$ cat config.mk
export PLATFORM = sky130hd
export DESIGN_NAME = wam_monitor
export DESIGN_NICKNAME = d
export VERILOG_FILES = /design/src/wam_pkg.sv /design/src/wam_tick_div.sv /design/src/wam_monitor.sv
export SDC_FILE = /design/constraint.sdc
export NUM_CORES = 2
export LEC_CHECK = 0
export BUFFER_PORTS_ARGS = -buffer_cell sky130_fd_sc_hd__buf_2
export CAP_MARGIN = 30
export CELL_PAD_IN_SITES_DETAIL_PLACEMENT = 1
export CELL_PAD_IN_SITES_GLOBAL_PLACEMENT = 2
export CORE_ASPECT_RATIO = 0.7
export CORE_MARGIN = 4
export CORE_UTILIZATION = 42
export DETAILED_ROUTE_END_ITERATION = 16
export PLACE_DENSITY_LB_ADDON = 0.1
export RECOVER_POWER = 100
export SLEW_MARGIN = 30
export SYNTH_ARGS = -nofsm -noshare
export SYNTH_HDL_FRONTEND = slang
export SYNTH_HIERARCHICAL = 1
export SYNTH_SLANG_ARGS = --single-unit
$ cat constraint.sdc
create_clock -name ref_clk_i -period 6 [get_ports ref_clk_i]
set_clock_uncertainty 0.15 [all_clocks]
set_input_delay 0.6 -clock ref_clk_i [delete_from_list [all_inputs] [get_ports ref_clk_i]]
set_output_delay 0.6 -clock ref_clk_i [all_outputs]
set_load 0.05 [all_outputs]
$ cat src/wam_pkg.sv
// constants, register map and defaults for the weld alarm monitor
package wam_pkg;
    // clock and time base
    localparam int CLK_HZ           = 10_000_000;
    localparam int TICK_PERIOD_US   = 1000;
    localparam int MS_TICK_CYCLES   = (TICK_PERIOD_US * (CLK_HZ / 1_000_000));
    localparam int POWERUP_US       = 100;
    localparam int POWERUP_CYCLES   = (POWERUP_US * (CLK_HZ / 1_000_000));

    // register byte offsets
    localparam logic [7:0] OFS_OVL_ALARM  = 8'h00;
    localparam logic [7:0] OFS_CUT_ALARM  = 8'h04;
    localparam logic [7:0] OFS_SET_ALARM  = 8'h08;
    localparam logic [7:0] OFS_IRQ_STAT   = 8'h0c;
    localparam logic [7:0] OFS_IRQ_MASK   = 8'h10;
    localparam logic [7:0] OFS_STATUS     = 8'h14;
    localparam logic [7:0] OFS_VERSION    = 8'h18;
    localparam logic [7:0] OFS_PRESET     = 8'h1c;
    localparam logic [7:0] OFS_CFG_BASE   = 8'h20;

    // settings block, one word each from OFS_CFG_BASE
    localparam int CFG_PHASE_LIM  = 0;
    localparam int CFG_PHASE_TIME = 1;
    localparam int CFG_CUR_LIM    = 2;
    localparam int CFG_FREQ_LO    = 3;
    localparam int CFG_FREQ_HI    = 4;
    localparam int CFG_PWR_LIM    = 5;
    localparam int CFG_VOLT_LIM   = 6;
    localparam int CFG_TEMP_THR   = 7;
    localparam int CFG_ENERGY_CUT = 8;
    localparam int CFG_PWR_CUT    = 9;
    localparam int CFG_CUST1_CUT  = 10;
    localparam int CFG_CUST2_CUT  = 11;
    localparam int CFG_TIME_CUT   = 12;
    localparam int CFG_FLO_OFS    = 13;
    localparam int CFG_FHI_OFS    = 14;
    localparam int CFG_ANA_CFG    = 15;
    localparam int CFG_AMPLITUDE  = 16;
    localparam int CFG_NET_ADDR   = 17;
    localparam int CFG_USER_REG   = 18;
    localparam int CFG_COUNT      = 19;

    // factory defaults
    localparam logic [31:0] DEF_PHASE_LIM  = 32'h0000_0200;
    localparam logic [31:0] DEF_PHASE_TIME = 32'h0000_0005;
    localparam logic [31:0] DEF_CUR_LIM    = 32'h0000_f000;
    localparam logic [31:0] DEF_FREQ_LO    = 32'h0000_4e20;
    localparam logic [31:0] DEF_FREQ_HI    = 32'h0000_5208;
    localparam logic [31:0] DEF_PWR_LIM    = 32'h0000_f000;
    localparam logic [31:0] DEF_VOLT_LIM   = 32'h0000_f000;
    localparam logic [31:0] DEF_TEMP_THR   = 32'h0000_0055;
    localparam logic [31:0] DEF_AMPLITUDE  = 32'h0000_0064;
    localparam logic [31:0] DEF_NET_ADDR   = 32'hc0a8_0001;
    localparam logic [31:0] DEF_ZERO       = 32'h0000_0000;

    // arbitrary neutral value for the protected version record
    localparam logic [31:0] VERSION_WORD   = 32'h0001_0000;

    // alarm bit positions
    localparam int OVL_PHASE   = 1;
    localparam int OVL_CURRENT = 2;
    localparam int OVL_FREQ    = 3;
    localparam int OVL_POWER   = 4;
    localparam int OVL_VOLTAGE = 5;
    localparam int OVL_TEMP    = 6;
    localparam int OVL_BRAKE0  = 17;
    localparam int CUT_ENERGY  = 2;
    localparam int CUT_POWER   = 3;
    localparam int CUT_CUST1   = 4;
    localparam int CUT_TIME    = 5;
    localparam int CUT_FREQ_LO = 6;
    localparam int CUT_FREQ_HI = 7;
    localparam int CUT_CUST2   = 8;
    localparam int SET_PRESET  = 2;
    localparam logic [31:0] MAX_PRESET = 32'h0000_0020;

    // interrupt status bits
    localparam int IRQ_OVL  = 0;
    localparam int IRQ_CUT  = 1;
    localparam int IRQ_SET  = 2;
    localparam int IRQ_COLD = 3;

    // power-up sequencing
    typedef enum logic [1:0] {
        PU_WAIT = 2'b01,
        PU_DONE = 2'b10
    } wam_pu_t;

    function automatic logic [31:0] cfg_default(input int idx);
        case (idx)
            CFG_PHASE_LIM:  cfg_default = DEF_PHASE_LIM;
            CFG_PHASE_TIME: cfg_default = DEF_PHASE_TIME;
            CFG_CUR_LIM:    cfg_default = DEF_CUR_LIM;
            CFG_FREQ_LO:    cfg_default = DEF_FREQ_LO;
            CFG_FREQ_HI:    cfg_default = DEF_FREQ_HI;
            CFG_PWR_LIM:    cfg_default = DEF_PWR_LIM;
            CFG_VOLT_LIM:   cfg_default = DEF_VOLT_LIM;
            CFG_TEMP_THR:   cfg_default = DEF_TEMP_THR;
            CFG_AMPLITUDE:  cfg_default = DEF_AMPLITUDE;
            CFG_NET_ADDR:   cfg_default = DEF_NET_ADDR;
            default:        cfg_default = DEF_ZERO;
        endcase
    endfunction : cfg_default
endpackage : wam_pkg

$ cat src/wam_tick_div.sv
// divider that turns the system clock into a one-cycle enable
module wam_tick_div #(
    parameter int DIV = 10
) (
    // clock and reset
    input  wire logic ref_clk_i,
    input  wire logic rst_i,
    // enable
    output logic      tick_o
);
    logic [15:0] cnt_r;
    wire         wrap = (cnt_r == 16'(DIV - 1));

    always_ff @(posedge ref_clk_i) begin
        if (rst_i) begin
            cnt_r  <= 16'h0000;
            tick_o <= 1'b0;
        end else begin
            cnt_r  <= wrap ? 16'h0000 : cnt_r + 16'h0001;
            tick_o <= wrap;
        end
    end
endmodule : wam_tick_div

$ cat src/wam_monitor.sv
// alarm supervision, cold-start restore and register port of the weld monitor
// What this block does
// - cold start reloads every setting from defaults
// - cold start keeps version record, reloads settings to defaults
// - overload stops sonics, then aborts cycle
// - phase out of limit for period: bit1
// - current, frequency, power, voltage overload bits 2-5
// - temperature bit6, no clear while hot
// - cutoff stops sonics only, cycle continues
// - sonic energy above cutoff sets bit2
// - sonic peak power above cutoff sets bit3
// - custom analog inputs above cutoff: bits 4, 8
// - sonic-on time above maximum sets bit5
// - frequency below start minus offset: bit6
// - frequency above start plus offset: bit7
// - preset recall above highest preset: bit2
module wam_monitor
    import wam_pkg::*;
#(
    parameter int MS_CYCLES = MS_TICK_CYCLES
) (
    // clock and reset
    input  wire logic        ref_clk_i,
    input  wire logic        rst_i,
    // register port
    input  wire logic [7:0]  addr_i,
    input  wire logic [31:0] wr_data_i,
    input  wire logic        wr_i,
    input  wire logic        rd_i,
    output logic      [31:0] rd_data_o,
    // weld sequencer state
    input  wire logic        weld_active_i,
    input  wire logic        weld_start_i,
    input  wire logic        sonics_on_i,
    input  wire logic        brake_active_i,
    // measurements
    input  wire logic [15:0] phase_i,
    input  wire logic [15:0] current_i,
    input  wire logic [15:0] freq_i,
    input  wire logic [15:0] power_i,
    input  wire logic [15:0] voltage_i,
    input  wire logic [15:0] temp_i,
    input  wire logic [15:0] ana1_i,
    input  wire logic [15:0] ana2_i,
    // connector strap
    input  wire logic        cold_strap_i,
    // outputs
    output logic             sonics_stop_o,
    output logic             cycle_abort_o,
    output logic             irq_o,
    output logic      [15:0] amplitude_o,
    output logic             cold_start_o,
    output logic             ready_o
);
    function automatic logic is_cfg(input logic [7:0] a);
        is_cfg = (a >= OFS_CFG_BASE) && (a < 8'(OFS_CFG_BASE + 4 * CFG_COUNT)) && (a[1:0] == 2'b00);
    endfunction : is_cfg

    function automatic int cfg_idx(input logic [7:0] a);
        cfg_idx = int'((a - OFS_CFG_BASE) >> 2);
    endfunction : cfg_idx

    // time base
    logic tick_ms;
    wam_tick_div #(.DIV(MS_CYCLES)) u_tick (
        .ref_clk_i (ref_clk_i),
        .rst_i     (rst_i),
        .tick_o    (tick_ms)
    );

    // power-up and cold start
    logic        strap_s1_r;
    logic        strap_s2_r;
    logic [15:0] pu_cnt_r;
    wam_pu_t     pu_state_r;
    logic        cold_flag_r;

    wire pu_end      = (pu_state_r == PU_WAIT) && (pu_cnt_r == 16'(POWERUP_CYCLES - 1));
    // strap is only looked at in the last power-up cycle
    wire cold_pulse  = pu_end && strap_s2_r;

    always_ff @(posedge ref_clk_i) begin
        if (rst_i) begin
            strap_s1_r <= 1'b0;
            strap_s2_r <= 1'b0;
        end else begin
            strap_s1_r <= cold_strap_i;
            strap_s2_r <= strap_s1_r;
        end
    end

    always_ff @(posedge ref_clk_i) begin
        if (rst_i) begin
            pu_cnt_r    <= 16'h0000;
            pu_state_r  <= PU_WAIT;
            cold_flag_r <= 1'b0;
        end else begin
            unique case (pu_state_r)
                PU_WAIT: begin
                    pu_cnt_r <= pu_cnt_r + 16'h0001;
                    if (pu_end) begin
                        pu_state_r  <= PU_DONE;
                        cold_flag_r <= strap_s2_r;
                    end
                end
                PU_DONE: begin
                    pu_state_r <= PU_DONE;
                end
                default: begin
                    pu_state_r <= PU_WAIT;
                end
            endcase
        end
    end

    // settings block
    wire        wr_cfg = wr_i && is_cfg(addr_i);
    logic [31:0] cfg_r [CFG_COUNT];

    generate
        for (genvar g = 0; g < CFG_COUNT; g++) begin : g_cfg
            always_ff @(posedge ref_clk_i) begin
                // version word sits outside this array
                if (rst_i || cold_pulse) begin
                    cfg_r[g] <= cfg_default(g);
                end else if (wr_cfg && (cfg_idx(addr_i) == g)) begin
                    cfg_r[g] <= wr_data_i;
                end
            end
        end
    endgenerate

    wire [15:0] phase_lim  = cfg_r[CFG_PHASE_LIM][15:0];
    wire [15:0] phase_time = cfg_r[CFG_PHASE_TIME][15:0];
    wire [15:0] temp_thr   = cfg_r[CFG_TEMP_THR][15:0];
    wire [15:0] flo_ofs    = cfg_r[CFG_FLO_OFS][15:0];
    wire [15:0] fhi_ofs    = cfg_r[CFG_FHI_OFS][15:0];
    wire [31:0] time_cut   = cfg_r[CFG_TIME_CUT];

    // weld measurements
    logic [15:0] phase_cnt_r;
    logic [31:0] energy_r;
    logic [15:0] peak_pwr_r;
    logic [31:0] son_ms_r;
    logic [15:0] start_freq_r;

    wire phase_out = phase_i > phase_lim;
    wire sonic_run = weld_active_i && sonics_on_i;

    always_ff @(posedge ref_clk_i) begin
        if (rst_i || !phase_out || !weld_active_i) begin
            phase_cnt_r <= 16'h0000;
        end else if (tick_ms && (phase_cnt_r != 16'hffff)) begin
            phase_cnt_r <= phase_cnt_r + 16'h0001;
        end
    end

    always_ff @(posedge ref_clk_i) begin
        if (rst_i || weld_start_i) begin
            energy_r     <= 32'h0000_0000;
            peak_pwr_r   <= 16'h0000;
            son_ms_r     <= 32'h0000_0000;
            start_freq_r <= rst_i ? 16'h0000 : freq_i;
        end else if (sonic_run) begin
            if (tick_ms) begin
                energy_r <= energy_r + {16'h0000, power_i};
                son_ms_r <= son_ms_r + 32'h0000_0001;
            end
            if (power_i > peak_pwr_r) begin
                peak_pwr_r <= power_i;
            end
        end
    end

    // overload conditions; braking reports in its own bits
    wire phase_trip = phase_out && (phase_cnt_r >= phase_time);
    wire cur_hit    = current_i >= cfg_r[CFG_CUR_LIM][15:0];
    wire freq_out   = (freq_i < cfg_r[CFG_FREQ_LO][15:0]) || (freq_i > cfg_r[CFG_FREQ_HI][15:0]);
    wire pwr_hit    = power_i >= cfg_r[CFG_PWR_LIM][15:0];
    wire volt_hit   = voltage_i >= cfg_r[CFG_VOLT_LIM][15:0];
    wire temp_hot   = temp_i >= temp_thr;
    wire in_weld    = weld_active_i && !brake_active_i;
    wire [4:0] ovl_cond = {volt_hit, pwr_hit, freq_out, cur_hit, phase_trip};

    logic [31:0] ovl_evt;
    always_comb begin
        ovl_evt = 32'h0000_0000;
        ovl_evt[OVL_PHASE +: 5]  = in_weld ? ovl_cond : 5'h00;
        ovl_evt[OVL_BRAKE0 +: 5] = brake_active_i ? ovl_cond : 5'h00;
        ovl_evt[OVL_TEMP]        = temp_hot;
    end

    // cutoff conditions, a zero setting disables its check; custom inputs are enabled by ana_cfg bits instead
    wire [16:0] flo_sum = {1'b0, freq_i} + {1'b0, flo_ofs};
    wire [16:0] fhi_sum = {1'b0, start_freq_r} + {1'b0, fhi_ofs};
    wire [31:0] ana_cfg = cfg_r[CFG_ANA_CFG];

    logic [31:0] cut_evt;
    always_comb begin
        cut_evt = 32'h0000_0000;
        cut_evt[CUT_ENERGY]  = sonic_run && (|cfg_r[CFG_ENERGY_CUT])
            && (energy_r > cfg_r[CFG_ENERGY_CUT]);
        cut_evt[CUT_POWER]   = sonic_run && (|cfg_r[CFG_PWR_CUT])
            && ({16'h0000, peak_pwr_r} > cfg_r[CFG_PWR_CUT]);
        cut_evt[CUT_CUST1]   = weld_active_i && ana_cfg[0]
            && ({16'h0000, ana1_i} > cfg_r[CFG_CUST1_CUT]);
        cut_evt[CUT_CUST2]   = weld_active_i && ana_cfg[1]
            && ({16'h0000, ana2_i} > cfg_r[CFG_CUST2_CUT]);
        cut_evt[CUT_TIME]    = sonic_run && (|time_cut) && (son_ms_r > time_cut);
        cut_evt[CUT_FREQ_LO] = sonic_run && (|flo_ofs)
            && (flo_sum < {1'b0, start_freq_r});
        cut_evt[CUT_FREQ_HI] = sonic_run && (|fhi_ofs)
            && ({1'b0, freq_i} > fhi_sum);
    end

    // setup alarm from preset recall
    logic [31:0] preset_r;
    wire wr_preset  = wr_i && (addr_i == OFS_PRESET);
    wire [31:0] set_evt = {29'h0000_0000, wr_preset && (wr_data_i > MAX_PRESET), 2'b00};

    always_ff @(posedge ref_clk_i) begin
        if (rst_i) begin
            preset_r <= 32'h0000_0000;
        end else if (wr_preset) begin
            preset_r <= wr_data_i;
        end
    end

    // sticky alarm groups, write one to clear, a new event wins
    logic [31:0] ovl_r;
    logic [31:0] cut_r;
    logic [31:0] set_r;
    logic [3:0]  irq_stat_r;
    logic [3:0]  irq_mask_r;

    wire [31:0] ovl_clr = (wr_i && addr_i == OFS_OVL_ALARM) ? wr_data_i : 32'h0000_0000;
    wire [31:0] cut_clr = (wr_i && addr_i == OFS_CUT_ALARM) ? wr_data_i : 32'h0000_0000;
    wire [31:0] set_clr = (wr_i && addr_i == OFS_SET_ALARM) ? wr_data_i : 32'h0000_0000;
    // hot heat sink holds its bit against a clear
    wire [31:0] ovl_keep = {25'h000_0000, temp_hot, 6'h00};
    wire [3:0]  irq_clr  = (wr_i && addr_i == OFS_IRQ_STAT) ? wr_data_i[3:0] : 4'h0;
    wire [3:0]  irq_evt  = {cold_pulse, |set_evt, |cut_evt, |ovl_evt};

    always_ff @(posedge ref_clk_i) begin
        if (rst_i) begin
            ovl_r      <= 32'h0000_0000;
            cut_r      <= 32'h0000_0000;
            set_r      <= 32'h0000_0000;
            irq_stat_r <= 4'h0;
            irq_mask_r <= 4'h0;
        end else begin
            ovl_r      <= (ovl_r & ~(ovl_clr & ~ovl_keep)) | ovl_evt;
            cut_r      <= (cut_r & ~cut_clr) | cut_evt;
            set_r      <= (set_r & ~set_clr) | set_evt;
            irq_stat_r <= (irq_stat_r & ~irq_clr) | irq_evt;
            if (wr_i && addr_i == OFS_IRQ_MASK) begin
                irq_mask_r <= wr_data_i[3:0];
            end
        end
    end

    // sonics stop and cycle abort
    logic ovl_pend_r;
    wire ovl_now = weld_active_i && (|ovl_evt);
    wire cut_now = weld_active_i && (|cut_evt);

    always_ff @(posedge ref_clk_i) begin
        if (rst_i || !weld_active_i) begin
            sonics_stop_o <= 1'b0;
            ovl_pend_r    <= 1'b0;
            cycle_abort_o <= 1'b0;
        end else begin
            // cutoff only silences the horn; the cycle runs on
            sonics_stop_o <= sonics_stop_o | ovl_now | cut_now;
            ovl_pend_r    <= ovl_pend_r | ovl_now;
            // abort lags stop by one cycle so sonics are off first
            cycle_abort_o <= cycle_abort_o | ovl_pend_r;
        end
    end

    // status outputs and read port
    wire [31:0] status_w = {29'h0000_0000, weld_active_i, cold_flag_r, pu_state_r == PU_DONE};
    wire [31:0] cfg_rd   = is_cfg(addr_i) ? cfg_r[cfg_idx(addr_i)] : 32'h0000_0000;
    wire [31:0] rd_mux   = (addr_i == OFS_OVL_ALARM) ? ovl_r :
        (addr_i == OFS_CUT_ALARM) ? cut_r :
        (addr_i == OFS_SET_ALARM) ? set_r :
        (addr_i == OFS_IRQ_STAT)  ? {28'h000_0000, irq_stat_r} :
        (addr_i == OFS_IRQ_MASK)  ? {28'h000_0000, irq_mask_r} :
        (addr_i == OFS_STATUS)    ? status_w :
        (addr_i == OFS_VERSION)   ? VERSION_WORD :
        (addr_i == OFS_PRESET)    ? preset_r : cfg_rd;

    always_ff @(posedge ref_clk_i) begin
        if (rst_i) begin
            rd_data_o    <= 32'h0000_0000;
            irq_o        <= 1'b0;
            amplitude_o  <= 16'h0000;
            cold_start_o <= 1'b0;
            ready_o      <= 1'b0;
        end else begin
            rd_data_o    <= rd_i ? rd_mux : 32'h0000_0000;
            irq_o        <= |(((irq_stat_r & ~irq_clr) | irq_evt) & irq_mask_r);
            amplitude_o  <= cfg_r[CFG_AMPLITUDE][15:0];
            cold_start_o <= cold_flag_r;
            ready_o      <= (pu_state_r == PU_DONE);
        end
    end
endmodule : wam_monitor

Yosys cells after proc, flatten, opt, wreduce, memory -nomap -nowiden:

Memories as Yosys holds them, arrays and structs flattened. A register that Yosys moved wholly into a read port is not among the register bits.
Index checks and enable logic that the tools add are counted.

* multipliers: 0
* equality and inequality tests: 31
* reductions and logical operators: 76
* order comparisons: 19
* add/subtract/negate cells: 8
* div/mod/pow operators: 0
* mux-type cells: 95
* bitwise logic cells: 39
* shifts and indexed selects: 0

Operator list (number)
* $mux W32: 31
* $eq A30 B5 Y1 const B: 8
* $and A32 B32 Y32: 4
* $eq A30 B4 Y1 const B: 4
* $gt A16 B32 Y1: 3
* $not A32 Y32: 3
* $reduce_or A32 Y1: 3
* $eq A30 B6 Y1 const B: 3
* $ge A16 B16 Y1: 5
* $gt A32 B32 Y1: 2
* $eq A30 B3 Y1 const B: 2
* $mux W1: 59
* $logic_and A1 B1 Y1: 51
* $add A16 B1 Y16 const B: 3
* $gt A16 B16 Y1: 3
* $add A16 B16 Y17: 2
* $add A32 B1 Y32 const B: 1
* $add A32 B16 Y32: 1
* $eq A8 B5 Y1 const B: 4
* $gt A32 B6 Y1 const B: 1
* $logic_not A32 Y1: 1
* $not A7 Y32: 1
* $or A32 B22 Y32: 1
* $or A32 B3 Y32: 1
* other kinds (35): 71

* flip-flop bits (word level): 324
* logic and storage cells: 294
* input bits: 177
* output and inout bits: 53
* memories: 1
* bits in latches: 0
* memory bits (read-only): 0
* bits in writable memories: 608

Memory list
* cfg_r: words 19, bits a word 32, rd ports 18, clocked after memory_dff 1, write ports 19, line wam_monitor.sv:118 `logic [31:0] cfg_r [CFG_COUNT];`

Longest topological paths before layout:

* depth after elaboration: 12
* depth in mapped cells: 19
* depth with buffers taken out: 19

Hierarchy:

Netlist, hierarchy kept.

Modules (own cells, without submodules)
* wam_monitor: instances 1, area an instance 50005.5 um^2, sequential area each 24883.9 um^2, cells an instance 4546
* wam_tick_div: instances 1, area an instance 726.9 um^2, sequential area each 340.3 um^2, cells an instance 79

Least setup slack after synthesis:

Ideal clock, no wire load.

* kind: input -> register
* start point: input port addr_i[5]
* end point: memory cfg_r[8][0], enable pin
* setup slack: 0.477 ns
* path buffers: 2
* library setup time: 0.466 ns
* arrival: 4.907 ns
* cell stages on the path: 10
* required time: 5.384 ns
* cell sequence: inv_2 > buf_2 > ha_1 > ha_1 > a21oi_1 > o21ai_1 > a2111o_1 > clkbuf_1 > or3_1 > o21ai_0

RTL lines
* start, declared: line wam_monitor.sv:26 `input wire logic [7:0] addr_i,`
* end, declared: line wam_monitor.sv:118

==> results.json <==
{
  "outcome": "complete, but fails checks",
  "violations": "max-capacitance violations, max-slew violations",
  "wl_met3_um": 12300,
  "area_growth_pct": 12.3,
  "post-dp-hpwl_um": 132000,
  "clkPwrFrac_pct": 41.6,
  "start_util_pct": 42.4,
  "htree_levels": 3,
  "grt_pass1_vias": 37600,
  "reg2regPathDepth": 19,
  "final_util_pct": 47.6,
  "yosysWarnings": 6,
  "stdcell_count": 6481,
  "dp.cells": 6282,
  "hp-class": "in2reg",
  "hold_viol_final": 0,
  "worstSkewPairLatency_ns": 0.72,
  "die_area_mm2": 0.127,
  "final_area_mm2": 0.0570,
  "grt_usage_pct": 28.1,
  "clockBufferDepth": 3,
  "gp_congestion": 0.887,
  "ys_seq_elements": 948,
  "wl_met2_um": 81100,
  "regToRegEndpoint": "irq_o",
  "end_kind": "register",
  "chipWidth_um": 423,
  "post_cts_resize_count": 0,
  "post-cts-setup-buffers": 0,
  "fmax_mhz": 182,
  "path_class": "in2reg",
  "design.core.area_mm2": 0.120,
  "maxSlewHeadroom_pct": -59.6,
  "power_frac_seq_pct": 46.8,
  "cts_tree": "built",
  "leakage_nw": 21.6,
  "drtPass1Iterations": 6,
  "cp.arrival_ns": 5.76,
  "p_comb_share_pct": 11.5,
  "peakVddDrop_uv": 207,
  "synth_top_flop_cell": "edfxtp_1",
  "worst_pin_slew_ns": 2.39,
  "synth_seq_area_share_pct": 49.7,
  "slew_violations": 398,
  "power_mw": 15.8,
  "cp-start-kind": "input pin",
  "synth_nets": 5147,
  "nNetsFinal": 5293,
  "totalWireLength_um": 181000,
  "p_sw_mw": 4.18,
  "syn_inst": 4625,
  "num_rows": 106,
  "r2r-start": "cfg_r[13][0]",
  "synthArstFlopShare_pct": 0,
  "clk_pin_slew_worst_paths_ns": 0.06,
  "ys_types": 85,
  "min_period_over_period_pct": 91.4,
  "crit_required_ns": 6.28,
  "netlist_area_mm2": 0.0507,
  "synthesis.area_per_instance_um2": 11.0,
  "cts_root_buf": "clkbuf_16",
  "wl_met1_um": 83300,
  "postRouteAntennaNets": 0,
  "maxCapViolCount": 10,
  "worstPathMaxFanout": 78,
  "hold_buffers": 6,
  "synth_top_area_share_pct": 36.9,
  "swShare_pct": 26.5,
  "top_layer": "met5",
  "io_pins": 230,
  "finalCriticalPeriod_ns": 5.48,
  "pwr_density_cell_mw_per_mm2": 277,
  "port_buffers": 229,
  "cts_sinks": 948,
  "intPower_mw": 11.6,
  "crit_start": "addr_i[3]",
  "dieHeight_um": 299,
  "yosys.area.top_type": "edfxtp_1",
  "setup_violations": 0,
  "synth_area_leaders": "edfxtp_1, dfxtp_1, ha_1, mux4_2, and2_1",
  "worstSetupEndpoint": "cfg_r[12][4]",
  "r2r_slack_ns": 0.95,
  "grt_pass1_wl_um": 263000,
  "numCtsBuffers": 98,
  "overflow": 0,
  "drive_gt1_share_pct": 12.7,
  "via_per_inst": 5.79,
  "synth.most_common_cell": "edfxtp_1",
  "antenna_found_initial": 25,
  "ys_top_cells_by_count": "edfxtp_1, and2_1, ha_1",
  "synth_edf_count": 624,
  "drtIter0Drc": 3732,
  "drc": 0,
  "vias": 37500,
  "wire_per_inst_um": 28.0,
  "fin_setup_tns_ns": 0,
  "rsz0062_at_grt": "false",
  "post_dp_cell_area_mm2": 0.0537,
  "grt_max_degree": 113
}
cells in the final DEF, fill, tap and decap left out, drive strengths merged, types with 94 or more instances in the layout:
master,synthesis,layout
o21ai,128,128
dfxtp,324,324
nand2,287,287
buf,101,226
inv,326,332
and2,574,574
ha,342,342
clkbuf,169,213
nand2b,94,94
edfxtp,624,624
nor2,257,257
mux4,160,160
a21oi,313,313
worst min path at each step:
| stage | startpoint | endpoint | slack (ns) | depth (start not counted) |
|---|---|---|---|---|
| 2_1_floorplan | set_r[3] | set_r[3] | 0.26 | 2 |
| 3_3_place_gp | set_r[3] | set_r[3] | 0.28 | 2 |
| 3_5_place_dp | set_r[3] | set_r[3] | 0.28 | 2 |
| 4_1_cts | power_i[12] | peak_pwr_r[12] | 0.02 | 3 |
| 5_1_grt | power_i[13] | peak_pwr_r[13] | 0.04 | 3 |
| 6_report | power_i[12] | peak_pwr_r[12] | 0.07 | 3 |
through the flow:
| step | worst slack (ns) | hold WS [ns] |
|---|---|---|
| finish | 0.517 | 0.0661 |
| detailed placement | 0.730 | 0.282 |
| floorplan | 0.477 | 0.262 |
| global placement | 0.815 | 0.276 |
| CTS | 0.990 | 0.0212 |
| global route | 0.347 | 0.0444 |
critical path: stages:
cell,delay (ns)
clkbuf_2,1.12
or3b_1,0.77
a21oi_1,0.14
o21ai_0,0.13
a2111o_1,0.68
or3_1,0.69
o21ai_2,1.20
buf_4,0.34
final cells by class:
| class | instances | area (um^2) |
|---|---|---|
| fill | 12900 | 62700 |
| sequential | 948 | 25200 |
| multi-input combinational | 3081 | 23300 |
| clock buffer | 129 | 2760 |
| tap | 1620 | 2030 |
| timing repair buffer | 316 | 1720 |
| inverter | 326 | 1220 |
| clock inverter | 56 | 651 |
| antenna | 5 | 12.5 |
sequential cells by signal, summed over array words and instances, names as in the netlist, 2 cells and up:
| signal | flops |
|---|---|
| u_tick/cnt_r | 16 |
| rd_data_o | 32 |
| start_freq_r | 16 |
| preset_r | 32 |
| irq_stat_r | 4 |
| pu_state_r | 2 |
| phase_cnt_r | 16 |
| irq_mask_r | 4 |
| pu_cnt_r | 16 |
| cfg_r | 608 |
| cut_r | 32 |
| energy_r | 32 |
| peak_pwr_r | 16 |
| set_r | 32 |
| amplitude_o | 16 |
| son_ms_r | 32 |
| ovl_r | 32 |
metal layers:
| layer | up-vias | GRT usage, % |
|---|---|---|
| li1 | 16900 | - |
| met1 | 19200 | 41.4 |
| met3 | 207 | 4.13 |
| met2 | 1256 | 43.7 |
| met4 | 2 | 7.01 |
| met5 | - | 0 |
power by group through the flow:
stage | sequential (mW) | clock (mW) | combinational (mW)
finish | 7.40 | 6.57 | 1.82
global placement | 7.52 | 0 | 1.80
detailed placement | 7.53 | 0 | 1.82
floorplan | 7.47 | 0 | 1.08
global route | 7.42 | 6.95 | 1.98
CTS | 7.39 | 6.67 | 1.83
logic make-up after synthesis:
group / share of synthesized area [%]
mux: 8.21
flops: 49.7
simple gates: 18.0
xor+xnor: 1.74
fa+ha+maj: 8.55
compound gates: 9.10
buf+inv: 4.68
No activity file was read; power rests on OpenSTA's default activity.
